File: src/core/vcm_defines.svh
// Constants for the virtual CPU interface maintenance and control block.
// Assumes inclusion by bare name from the package and the design file.
`ifndef VCM_DEFINES_SVH
`define VCM_DEFINES_SVH

// ==========================================================
// Coprocessor access encodings
`define VCM_OPC1_HYP 3'h4
`define VCM_CRN_HYP 4'hc
`define VCM_CRM_CTRL 4'hb
`define VCM_CRM_LIST_HI 3'h7
`define VCM_OPC2_MISR 3'h2
`define VCM_OPC2_VMCR 3'h7

// ==========================================================
// Privilege levels
`define VCM_EL_USER 2'h0
`define VCM_EL_KERNEL 2'h1
`define VCM_EL_HYP 2'h2
`define VCM_EL_MON 2'h3

// ==========================================================
// Maintenance status field positions
`define VCM_MISR_G1D 7
`define VCM_MISR_G1E 6
`define VCM_MISR_G0D 5
`define VCM_MISR_G0E 4
`define VCM_MISR_NP 3
`define VCM_MISR_ENP 2
`define VCM_MISR_U 1
`define VCM_MISR_EOI 0
`define VCM_MISR_RESET 32'h0000_0000

// ==========================================================
// VM control field positions
`define VCM_VMCR_PMR_HI 31
`define VCM_VMCR_PMR_LO 24
`define VCM_VMCR_BP0_HI 23
`define VCM_VMCR_BP0_LO 21
`define VCM_VMCR_BP1_HI 20
`define VCM_VMCR_BP1_LO 18
`define VCM_VMCR_EOIM 9
`define VCM_VMCR_LOW_HI 4
`define VCM_VMCR_CBPR 4
`define VCM_VMCR_ENG1 1
`define VCM_VMCR_ENG0 0
`define VCM_VMCR_RESET 32'h0000_0000

// ==========================================================
// List entry upper half fields
`define VCM_LR_STATE_HI 31
`define VCM_LR_STATE_LO 30
`define VCM_LR_GROUP 28
`define VCM_LR_PRIO_HI 23
`define VCM_LR_PRIO_LO 16
`define VCM_LR_WMASK 32'hf0ff_1fff
`define VCM_LR_RESET 32'h0000_0000

`endif

File: src/core/vcm_pkg.sv
// Types for the virtual CPU interface maintenance and control block.
// Assumes vcm_defines.svh on the include path.
package vcm_pkg;
`include "vcm_defines.svh"

	// ==========================================================
	// List entry state encoding
	typedef enum logic [1:0] {
		VCM_ST_INVALID = 2'b00,
		VCM_ST_PENDING = 2'b01,
		VCM_ST_ACTIVE = 2'b10,
		VCM_ST_PEND_ACT = 2'b11
	} vcm_state_e;

	// ==========================================================
	// Access outcome
	typedef enum logic [1:0] {
		VCM_ACC_OK = 2'b00,
		VCM_ACC_UNDEF = 2'b01,
		VCM_ACC_TRAP = 2'b10
	} vcm_acc_e;

	typedef logic [7:0] vcm_prio_t;
endpackage : vcm_pkg

File: src/core/vcm_ctrl.sv
// Maintenance status, VM control and list entry upper halves of a
// virtual CPU interface, reached by coprocessor register accesses.
// Assumes hypervisor control bits and end-of-interrupt sources come
// from logic on sys_clk; the lower halves of list entries live elsewhere.
//
// How it works
// - status bit 7: group1 disabled, enable set
// - status bit 6: group1 enabled, enable set
// - status bit 5: group0 disabled, enable set
// - status bit 4: group0 enabled, enable set
// - status bit 3: no entry pending
// - status bit 2: end-of-interrupt counter nonzero
// - status bit 1: at most one entry valid
// - status bit 0: any end-of-interrupt vector bit
// - status read-only, upper bits zero, resets zero
// - signal only priorities above the mask
// - group0 binary point splits group priority
// - group1 binary point used unless common selected
// - split mode chooses drop versus deactivate
// - control fields aliased, reserved bits read zero
// - upper half written without touching lower
// - undefined at hypervisor level without enable, trap when configured
// - two-bit entry state encoding
`timescale 1ns/1ps
`include "vcm_defines.svh"

module vcm_ctrl #(
	parameter int NUM_LR = 16,
	parameter int EOI_CNT_W = 5
) (
	input wire logic sys_clk,
	input wire logic reset,
	input wire logic clk_en,
	// System register access port
	input wire logic sreg_valid,
	input wire logic sreg_write,
	input wire logic [1:0] sreg_level,
	input wire logic [2:0] sreg_opc1,
	input wire logic [3:0] sreg_crn,
	input wire logic [3:0] sreg_crm,
	input wire logic [2:0] sreg_opc2,
	input wire logic [31:0] sreg_wdata,
	output logic sreg_done,
	output logic [31:0] sreg_rdata,
	output vcm_pkg::vcm_acc_e sreg_result,
	// Enables and trap control
	input wire logic hyp_sysreg_enable_reg,
	input wire logic group12_trap_control,
	// Hypervisor control bits
	input wire logic grp1_disabled_irq_enable,
	input wire logic grp1_enabled_irq_enable,
	input wire logic grp0_disabled_irq_enable,
	input wire logic grp0_enabled_irq_enable,
	input wire logic no_pending_irq_enable,
	input wire logic entry_absent_irq_enable,
	input wire logic underflow_irq_enable,
	input wire logic [EOI_CNT_W-1:0] end_of_intr_counter,
	input wire logic [NUM_LR-1:0] end_of_intr_status_vector,
	// Virtual interface requests
	input wire logic [7:0] running_priority,
	input wire logic veoi_valid,
	input wire logic [3:0] veoi_entry,
	input wire logic vdir_valid,
	input wire logic [3:0] vdir_entry,
	// Results
	output logic maint_irq,
	output logic virq_pending,
	output logic [3:0] virq_entry,
	output logic prio_drop,
	output logic deact_done
);
	import vcm_pkg::*;

	// ==========================================================
	// Storage
	logic [31:0] list_hi [NUM_LR];
	logic [31:0] misr;
	vcm_prio_t virtual_priority_mask;
	logic [2:0] grp0_binary_point;
	logic [2:0] grp1_binary_point;
	logic split_deactivate_mode;
	logic [4:0] vmcr_low;
	logic common_binary_point_select;
	logic virtual_grp1_enable;
	logic virtual_grp0_enable;

	assign common_binary_point_select = vmcr_low[`VCM_VMCR_CBPR];
	assign virtual_grp1_enable = vmcr_low[`VCM_VMCR_ENG1];
	assign virtual_grp0_enable = vmcr_low[`VCM_VMCR_ENG0];

	// ==========================================================
	// Functions
	function automatic vcm_state_e entry_state(input logic [31:0] e);
		entry_state = vcm_state_e'(e[`VCM_LR_STATE_HI:`VCM_LR_STATE_LO]);
	endfunction : entry_state

	// Pending or pending-and-active: entry still asks to be signalled
	function automatic logic entry_pending(input logic [31:0] e);
		entry_pending = entry_state(e) inside {VCM_ST_PENDING, VCM_ST_PEND_ACT};
	endfunction : entry_pending

	// Group priority: the low shift bits, below bit shift, are masked off
	function automatic vcm_prio_t group_prio(input vcm_prio_t p, input logic [3:0] shift);
		group_prio = p & vcm_prio_t'(8'hff << shift);
	endfunction : group_prio

	// ==========================================================
	// Access decode
	logic is_ctrl;
	logic is_misr;
	logic is_vmcr;
	logic is_list;
	logic [3:0] acc_entry;
	logic list_in_range;
	logic mapped;
	vcm_acc_e next_result;

	assign is_ctrl = (sreg_opc1 == `VCM_OPC1_HYP) && (sreg_crn == `VCM_CRN_HYP);
	assign is_misr = is_ctrl && (sreg_crm == `VCM_CRM_CTRL) && (sreg_opc2 == `VCM_OPC2_MISR);
	assign is_vmcr = is_ctrl && (sreg_crm == `VCM_CRM_CTRL) && (sreg_opc2 == `VCM_OPC2_VMCR);
	assign is_list = is_ctrl && (sreg_crm[3:1] == `VCM_CRM_LIST_HI);
	assign acc_entry = {sreg_crm[0], sreg_opc2};
	assign list_in_range = 32'(acc_entry) < NUM_LR;
	// Status is read-only: a write to it is undefined
	assign mapped = (is_misr && !sreg_write) || is_vmcr || (is_list && list_in_range);

	always_comb begin
		next_result = VCM_ACC_UNDEF;
		unique case (sreg_level)
			`VCM_EL_HYP: begin
				if (hyp_sysreg_enable_reg && mapped) begin
					next_result = VCM_ACC_OK;
				end
			end
			`VCM_EL_KERNEL: begin
				// Without the trap a kernel access is undefined
				if (group12_trap_control) begin
					next_result = VCM_ACC_TRAP;
				end
			end
			`VCM_EL_MON: begin
				// Monitor level skips the hypervisor enable
				if (mapped) begin
					next_result = VCM_ACC_OK;
				end
			end
			`VCM_EL_USER: begin
				next_result = VCM_ACC_UNDEF;
			end
		endcase
	end

	logic acc_ok;
	logic do_write;
	assign acc_ok = sreg_valid && (next_result == VCM_ACC_OK);
	assign do_write = acc_ok && sreg_write;

	// ==========================================================
	// VM control register
	always_ff @(posedge sys_clk) begin
		if (reset) begin
			virtual_priority_mask <= vcm_prio_t'(`VCM_VMCR_RESET);
			grp0_binary_point <= 3'h0;
			grp1_binary_point <= 3'h0;
			split_deactivate_mode <= 1'b0;
			vmcr_low <= 5'h00;
		end else if (clk_en && do_write && is_vmcr) begin
			// Reserved bits are dropped on write
			virtual_priority_mask <= sreg_wdata[`VCM_VMCR_PMR_HI:`VCM_VMCR_PMR_LO];
			grp0_binary_point <= sreg_wdata[`VCM_VMCR_BP0_HI:`VCM_VMCR_BP0_LO];
			grp1_binary_point <= sreg_wdata[`VCM_VMCR_BP1_HI:`VCM_VMCR_BP1_LO];
			split_deactivate_mode <= sreg_wdata[`VCM_VMCR_EOIM];
			// Bits 3:2 are kept for save and restore only
			vmcr_low <= sreg_wdata[`VCM_VMCR_LOW_HI:0];
		end
	end

	logic [31:0] vmcr_view;
	assign vmcr_view = {virtual_priority_mask, grp0_binary_point, grp1_binary_point,
		8'h00, split_deactivate_mode, 4'h0, vmcr_low};

	// ==========================================================
	// End-of-interrupt and deactivate handling
	logic deact_req;
	logic [3:0] deact_idx;
	always_comb begin
		deact_req = 1'b0;
		deact_idx = veoi_entry;
		if (!split_deactivate_mode) begin
			// Deactivate register ignored in this mode
			deact_req = veoi_valid;
		end else begin
			deact_req = vdir_valid;
			deact_idx = vdir_entry;
		end
	end

	always_ff @(posedge sys_clk) begin
		if (reset) begin
			prio_drop <= 1'b0;
			deact_done <= 1'b0;
		end else if (clk_en) begin
			prio_drop <= veoi_valid;
			// An entry index past the list is dropped
			deact_done <= deact_req && (32'(deact_idx) < NUM_LR);
		end
	end

	// ==========================================================
	// List entry upper halves
	// A software write wins over a deactivate to the same entry.
	always_ff @(posedge sys_clk) begin
		if (reset) begin
			for (int i = 0; i < NUM_LR; i++) begin
				list_hi[i] <= `VCM_LR_RESET;
			end
		end else if (clk_en) begin
			for (int i = 0; i < NUM_LR; i++) begin
				if (do_write && is_list && (acc_entry == 4'(i))) begin
					// Reserved fields always read zero
					list_hi[i] <= sreg_wdata & `VCM_LR_WMASK;
				end else if (deact_req && (deact_idx == 4'(i))) begin
					list_hi[i][`VCM_LR_STATE_HI] <= 1'b0;
				end
			end
		end
	end

	// ==========================================================
	// Maintenance status
	logic any_pending;
	logic [5:0] valid_count;
	logic [31:0] next_misr;
	always_comb begin
		any_pending = 1'b0;
		valid_count = 6'h00;
		for (int i = 0; i < NUM_LR; i++) begin
			if (entry_pending(list_hi[i])) begin
				any_pending = 1'b1;
			end
			// Underflow counts every entry not invalid
			if (entry_state(list_hi[i]) != VCM_ST_INVALID) begin
				valid_count = valid_count + 6'h01;
			end
		end
		next_misr = `VCM_MISR_RESET;
		next_misr[`VCM_MISR_G1D] = grp1_disabled_irq_enable && !virtual_grp1_enable;
		next_misr[`VCM_MISR_G1E] = grp1_enabled_irq_enable && virtual_grp1_enable;
		next_misr[`VCM_MISR_G0D] = grp0_disabled_irq_enable && !virtual_grp0_enable;
		next_misr[`VCM_MISR_G0E] = grp0_enabled_irq_enable && virtual_grp0_enable;
		next_misr[`VCM_MISR_NP] = no_pending_irq_enable && !any_pending;
		next_misr[`VCM_MISR_ENP] = entry_absent_irq_enable
			&& (end_of_intr_counter != '0);
		next_misr[`VCM_MISR_U] = underflow_irq_enable && (valid_count <= 6'h01);
		next_misr[`VCM_MISR_EOI] = |end_of_intr_status_vector;
	end

	always_ff @(posedge sys_clk) begin
		if (reset) begin
			misr <= `VCM_MISR_RESET;
			maint_irq <= 1'b0;
		end else if (clk_en) begin
			misr <= next_misr;
			maint_irq <= |next_misr;
		end
	end

	// ==========================================================
	// Pending virtual interrupt selection
	logic next_found;
	logic [3:0] next_idx;
	vcm_prio_t best_prio;
	always_comb begin
		vcm_prio_t p;
		logic grp;
		logic [3:0] shift;
		p = '0;
		grp = 1'b0;
		shift = 4'h0;
		next_found = 1'b0;
		next_idx = 4'h0;
		best_prio = 8'hff;
		for (int i = 0; i < NUM_LR; i++) begin
			p = list_hi[i][`VCM_LR_PRIO_HI:`VCM_LR_PRIO_LO];
			grp = list_hi[i][`VCM_LR_GROUP];
			// Common point makes group 1 follow the group 0 split
			if (!grp || common_binary_point_select) begin
				shift = {1'b0, grp0_binary_point} + 4'h1;
			end else begin
				shift = {1'b0, grp1_binary_point};
			end
			if (entry_pending(list_hi[i])
				&& (grp ? virtual_grp1_enable : virtual_grp0_enable)
				&& (p < virtual_priority_mask)
				&& (group_prio(p, shift) < running_priority)
				&& (!next_found || (p < best_prio))) begin
				next_found = 1'b1;
				next_idx = 4'(i);
				best_prio = p;
			end
		end
	end

	always_ff @(posedge sys_clk) begin
		if (reset) begin
			virq_pending <= 1'b0;
			virq_entry <= 4'h0;
		end else if (clk_en) begin
			virq_pending <= next_found;
			virq_entry <= next_idx;
		end
	end

	// ==========================================================
	// Access response
	logic [31:0] next_rdata;
	always_comb begin
		// Refused accesses return zero so nothing leaks
		next_rdata = 32'h0000_0000;
		if (acc_ok && !sreg_write) begin
			if (is_misr) begin
				next_rdata = misr;
			end else if (is_vmcr) begin
				next_rdata = vmcr_view;
			end else if (is_list) begin
				next_rdata = list_hi[acc_entry];
			end
		end
	end

	always_ff @(posedge sys_clk) begin
		if (reset) begin
			sreg_done <= 1'b0;
			sreg_rdata <= 32'h0000_0000;
			sreg_result <= VCM_ACC_OK;
		end else if (clk_en) begin
			sreg_done <= sreg_valid;
			sreg_rdata <= next_rdata;
			sreg_result <= sreg_valid ? next_result : VCM_ACC_OK;
		end
	end
endmodule : vcm_ctrl

File: config.mk
export PLATFORM = sky130hd
export DESIGN_NAME = vcm_ctrl
export DESIGN_NICKNAME = d
export VERILOG_FILES = /design/src/core/vcm_pkg.sv /design/src/core/vcm_ctrl.sv
export VERILOG_INCLUDE_DIRS = /design/src /design/src/core
export SDC_FILE = /design/constraint.sdc
export NUM_CORES = 1
export LEC_CHECK = 0
export BUFFER_PORTS_ARGS = -buffer_cell sky130_fd_sc_hd__buf_2
export CORE_ASPECT_RATIO = 1.5
export CORE_MARGIN = 2
export CORE_UTILIZATION = 35
export DETAILED_ROUTE_END_ITERATION = 10
export HOLD_SLACK_MARGIN = 0.05
export SETUP_SLACK_MARGIN = 0.4
export SYNTH_ARGS = -nofsm -noshare
export SYNTH_HDL_FRONTEND = slang
export SYNTH_SLANG_ARGS = --single-unit
export TNS_END_PERCENT = 30
File: constraint.sdc
create_clock -name sys_clk -period 97.5 [get_ports sys_clk]
set_input_delay 19.5 -clock sys_clk [delete_from_list [all_inputs] [get_ports sys_clk]]
set_output_delay 19.5 -clock sys_clk [all_outputs]
set_load 0.01 [all_outputs]
==> results.cfg <==
[status]
status = complete, no violations

[worst_setup_path]
cp_slowest_cell = o21ai_0
critical_path.max_fanout = 20
cp-start-kind = primary input
r2r_start = grp0_binary_point[0]
worst-setup-path-type = primary input to register
worstPathRequired_ns = 97.94
slowest_delay_ns = 0.75
endpoint_kind = register
crit_arrival_ns = 56.78
critical_path.startpoint = running_priority[1]

[clock_tree]
h-tree-depth = 2
post_cts_resized = 0
clock-sinks = 468
postCtsSetupRepairBufs = 0
clock_latency_ns = 0.60
ctsHoldBuffers = 0
cts.path.max_buffers = 3
numCtsBuffers = 42
root_buffer = clkbuf_16
clk_pin_slew_ns = 0.07
cts_tree = built

[place]
dp_cells = 4703
io_buffers = 137
postPlaceCellArea_um2 = 36400
dp_worst_setup_slack_ns = 41.03
gp_congestion = 0.926
dpl.hpwl_um = 91800

[timing]
maxSlewViolCount = 0
fin_crit_ns = 56.35
worst_clock_skew_ns = 0.0154
finalHoldViolCount = 0
fmax_ghz = 0.0177
period_share = 0.578
worst_slack_ns = 41.15
tns_ns = 0
rsz0062_at_grt = false
relSlewSlack = 0.248
setup_violations = 0
finalHoldWorstSlack_ns = 0.462
worst_pin_slew_ns = 1.13

[floorplan]
dieWidth_um = 259
dieArea_um2 = 100000
start_util = 0.352
die_y_um = 387
coreArea_um2 = 97000
rows = 140
io_pins = 144

[yosys]
syn_area_per_cell_um2 = 10.1
syn_area_um2 = 34200
synth_cells = 3380
yosysTopAreaCell = edfxtp_1
ys_seq_elements = 468
yosys_warnings = 0
async_flop_share = 0
synth.distinct_cells = 103
ys.flop_type = edfxtp_1
synth_top_cell_area_share = 0.351
ys_seq_area_frac = 0.391
synth_edf_count = 400
netlist_top_cells_area = edfxtp_1, ha_1, mux4_2, nor2_1, dfxtp_1

[final_layout]
final_cell_mix = nor2_1, edfxtp_1, ha_1
final_layout_size_suffix_gt1_frac = 0.150
postLayoutCoreUtil = 0.390
area_growth_pct = 10.6
final_nets = 3889
final_common_cell = nor2_1
final_area_um2 = 37800
stdcell_count = 4781

[power_and_ir_drop]
irDropWorstVdd_mv = 0.0169
power_uw = 604
powerDensity_nw_per_um2 = 16.0
leakage_nw = 15.1

[detailed_routing]
drt-total-wl_um = 126000
first_pass_iters = 6
route.detailed.drc = 0
final_antenna_net_count = 0
post_drt_via_cell_ratio = 5.94
vias = 28400
wl_per_cell_um = 26.4
dr.first_iter.drc_count = 2481

[flow_run]
max-cap-violations = 0

[global_route]
antenna_found_initial = 9
grt_pass1_wl_um = 185000
first_global_vias = 28100
gr-total-overflow = 0
grt_max_degree = 64
grt_use_total = 0.247

[min_path]
hp-class = register to register
hp-start = sreg_result[1]
## layout make-up
| cell class | instances | area [um^2] |
|---|---|---|
| clock inverters | 25 | 279 |
| multi-input cells | 2567 | 19500 |
| clock buffers | 52 | 1120 |
| fillers | 9594 | 59200 |
| diodes | 1 | 2.50 |
| repair buffers | 218 | 1310 |
| flip-flops and latches | 468 | 13400 |
| well taps | 1278 | 1600 |
| inverters | 172 | 646 |
## path summary, 6_finish.rpt
kind	slack [ns]	endpoint	cells after the start
setup / recovery	41.15	virq_entry[3]	167
hold / removal	0.46	sreg_result[1]	2
setup reg to reg	58.79	virq_entry[3]	168
hold reg to reg	0.46	sreg_result[1]	2
## cell usage after synthesis (17+ instances only)
cell      instances
nor4_1           21
nand2b_1         97
nor2_1          513
xnor2_1          18
mux2i_1          72
nand2_1         238
a21oi_1         205
o211a_1          28
mux4_2          125
and3_1           19
dfxtp_1          68
a31o_2           17
a31oi_1          24
nand4_1          33
buf_1            23
a21boi_0         21
nand3_1          39
a21o_1           67
o21a_1           19
o211ai_1         23
edfxtp_1        400
a211oi_1         30
o21ai_0         141
ha_1            319
inv_1           170
nor3_1           26
a22oi_1          31
xor2_1           27
clkbuf_1        128
nor2b_1          83
mux2_2           33
and2_1           29
## worst max-delay path, delay by kind of cell
family	cells	cell delay, ns
AOI/OAI and AO/OA	69	15.87
adders and majority gates	16	4.59
buffers and inverters	19	2.11
muxes	10	3.25
and+or+nand+nor	53	11.34
## logic make-up after synthesis
group | share of synthesized area
simple gates | 0.161
compound gates | 0.155
flops | 0.391
buf+inv | 0.0403
fa+ha+maj | 0.120
mux | 0.120
xor+xnor | 0.0115
other cells | 0.000110
## sequential cells by signal, summed over array words and instances (netlist names)
name,count
split_deactivate_mode,1
virtual_priority_mask,8
list_hi,400
vmcr_low,5
misr,8
sreg_result,2
sreg_rdata,29
sreg_done,1
maint_irq,1
virq_pending,1
deact_done,1
prio_drop,1
virq_entry,4
grp1_binary_point,3
grp0_binary_point,3
## routing by layer
layer | wire (um) | track usage
met1 | 44500 | 0.271
met2 | 63200 | 0.437
met3 | 8050 | 0.0340
met4 | 10500 | 0.172
met5 | 102 | 0
## where the power goes
| group | total, mW | internal (mW) | leakage [nW] | switching [mW] |
|---|---|---|---|---|
| logic | 0.189 | 0.0758 | 10.1 | 0.114 |
| clock network | 0.175 | 0.0939 | 0.690 | 0.0809 |
| registers | 0.240 | 0.228 | 4.37 | 0.0112 |
(Power assumes the default switching activity.)
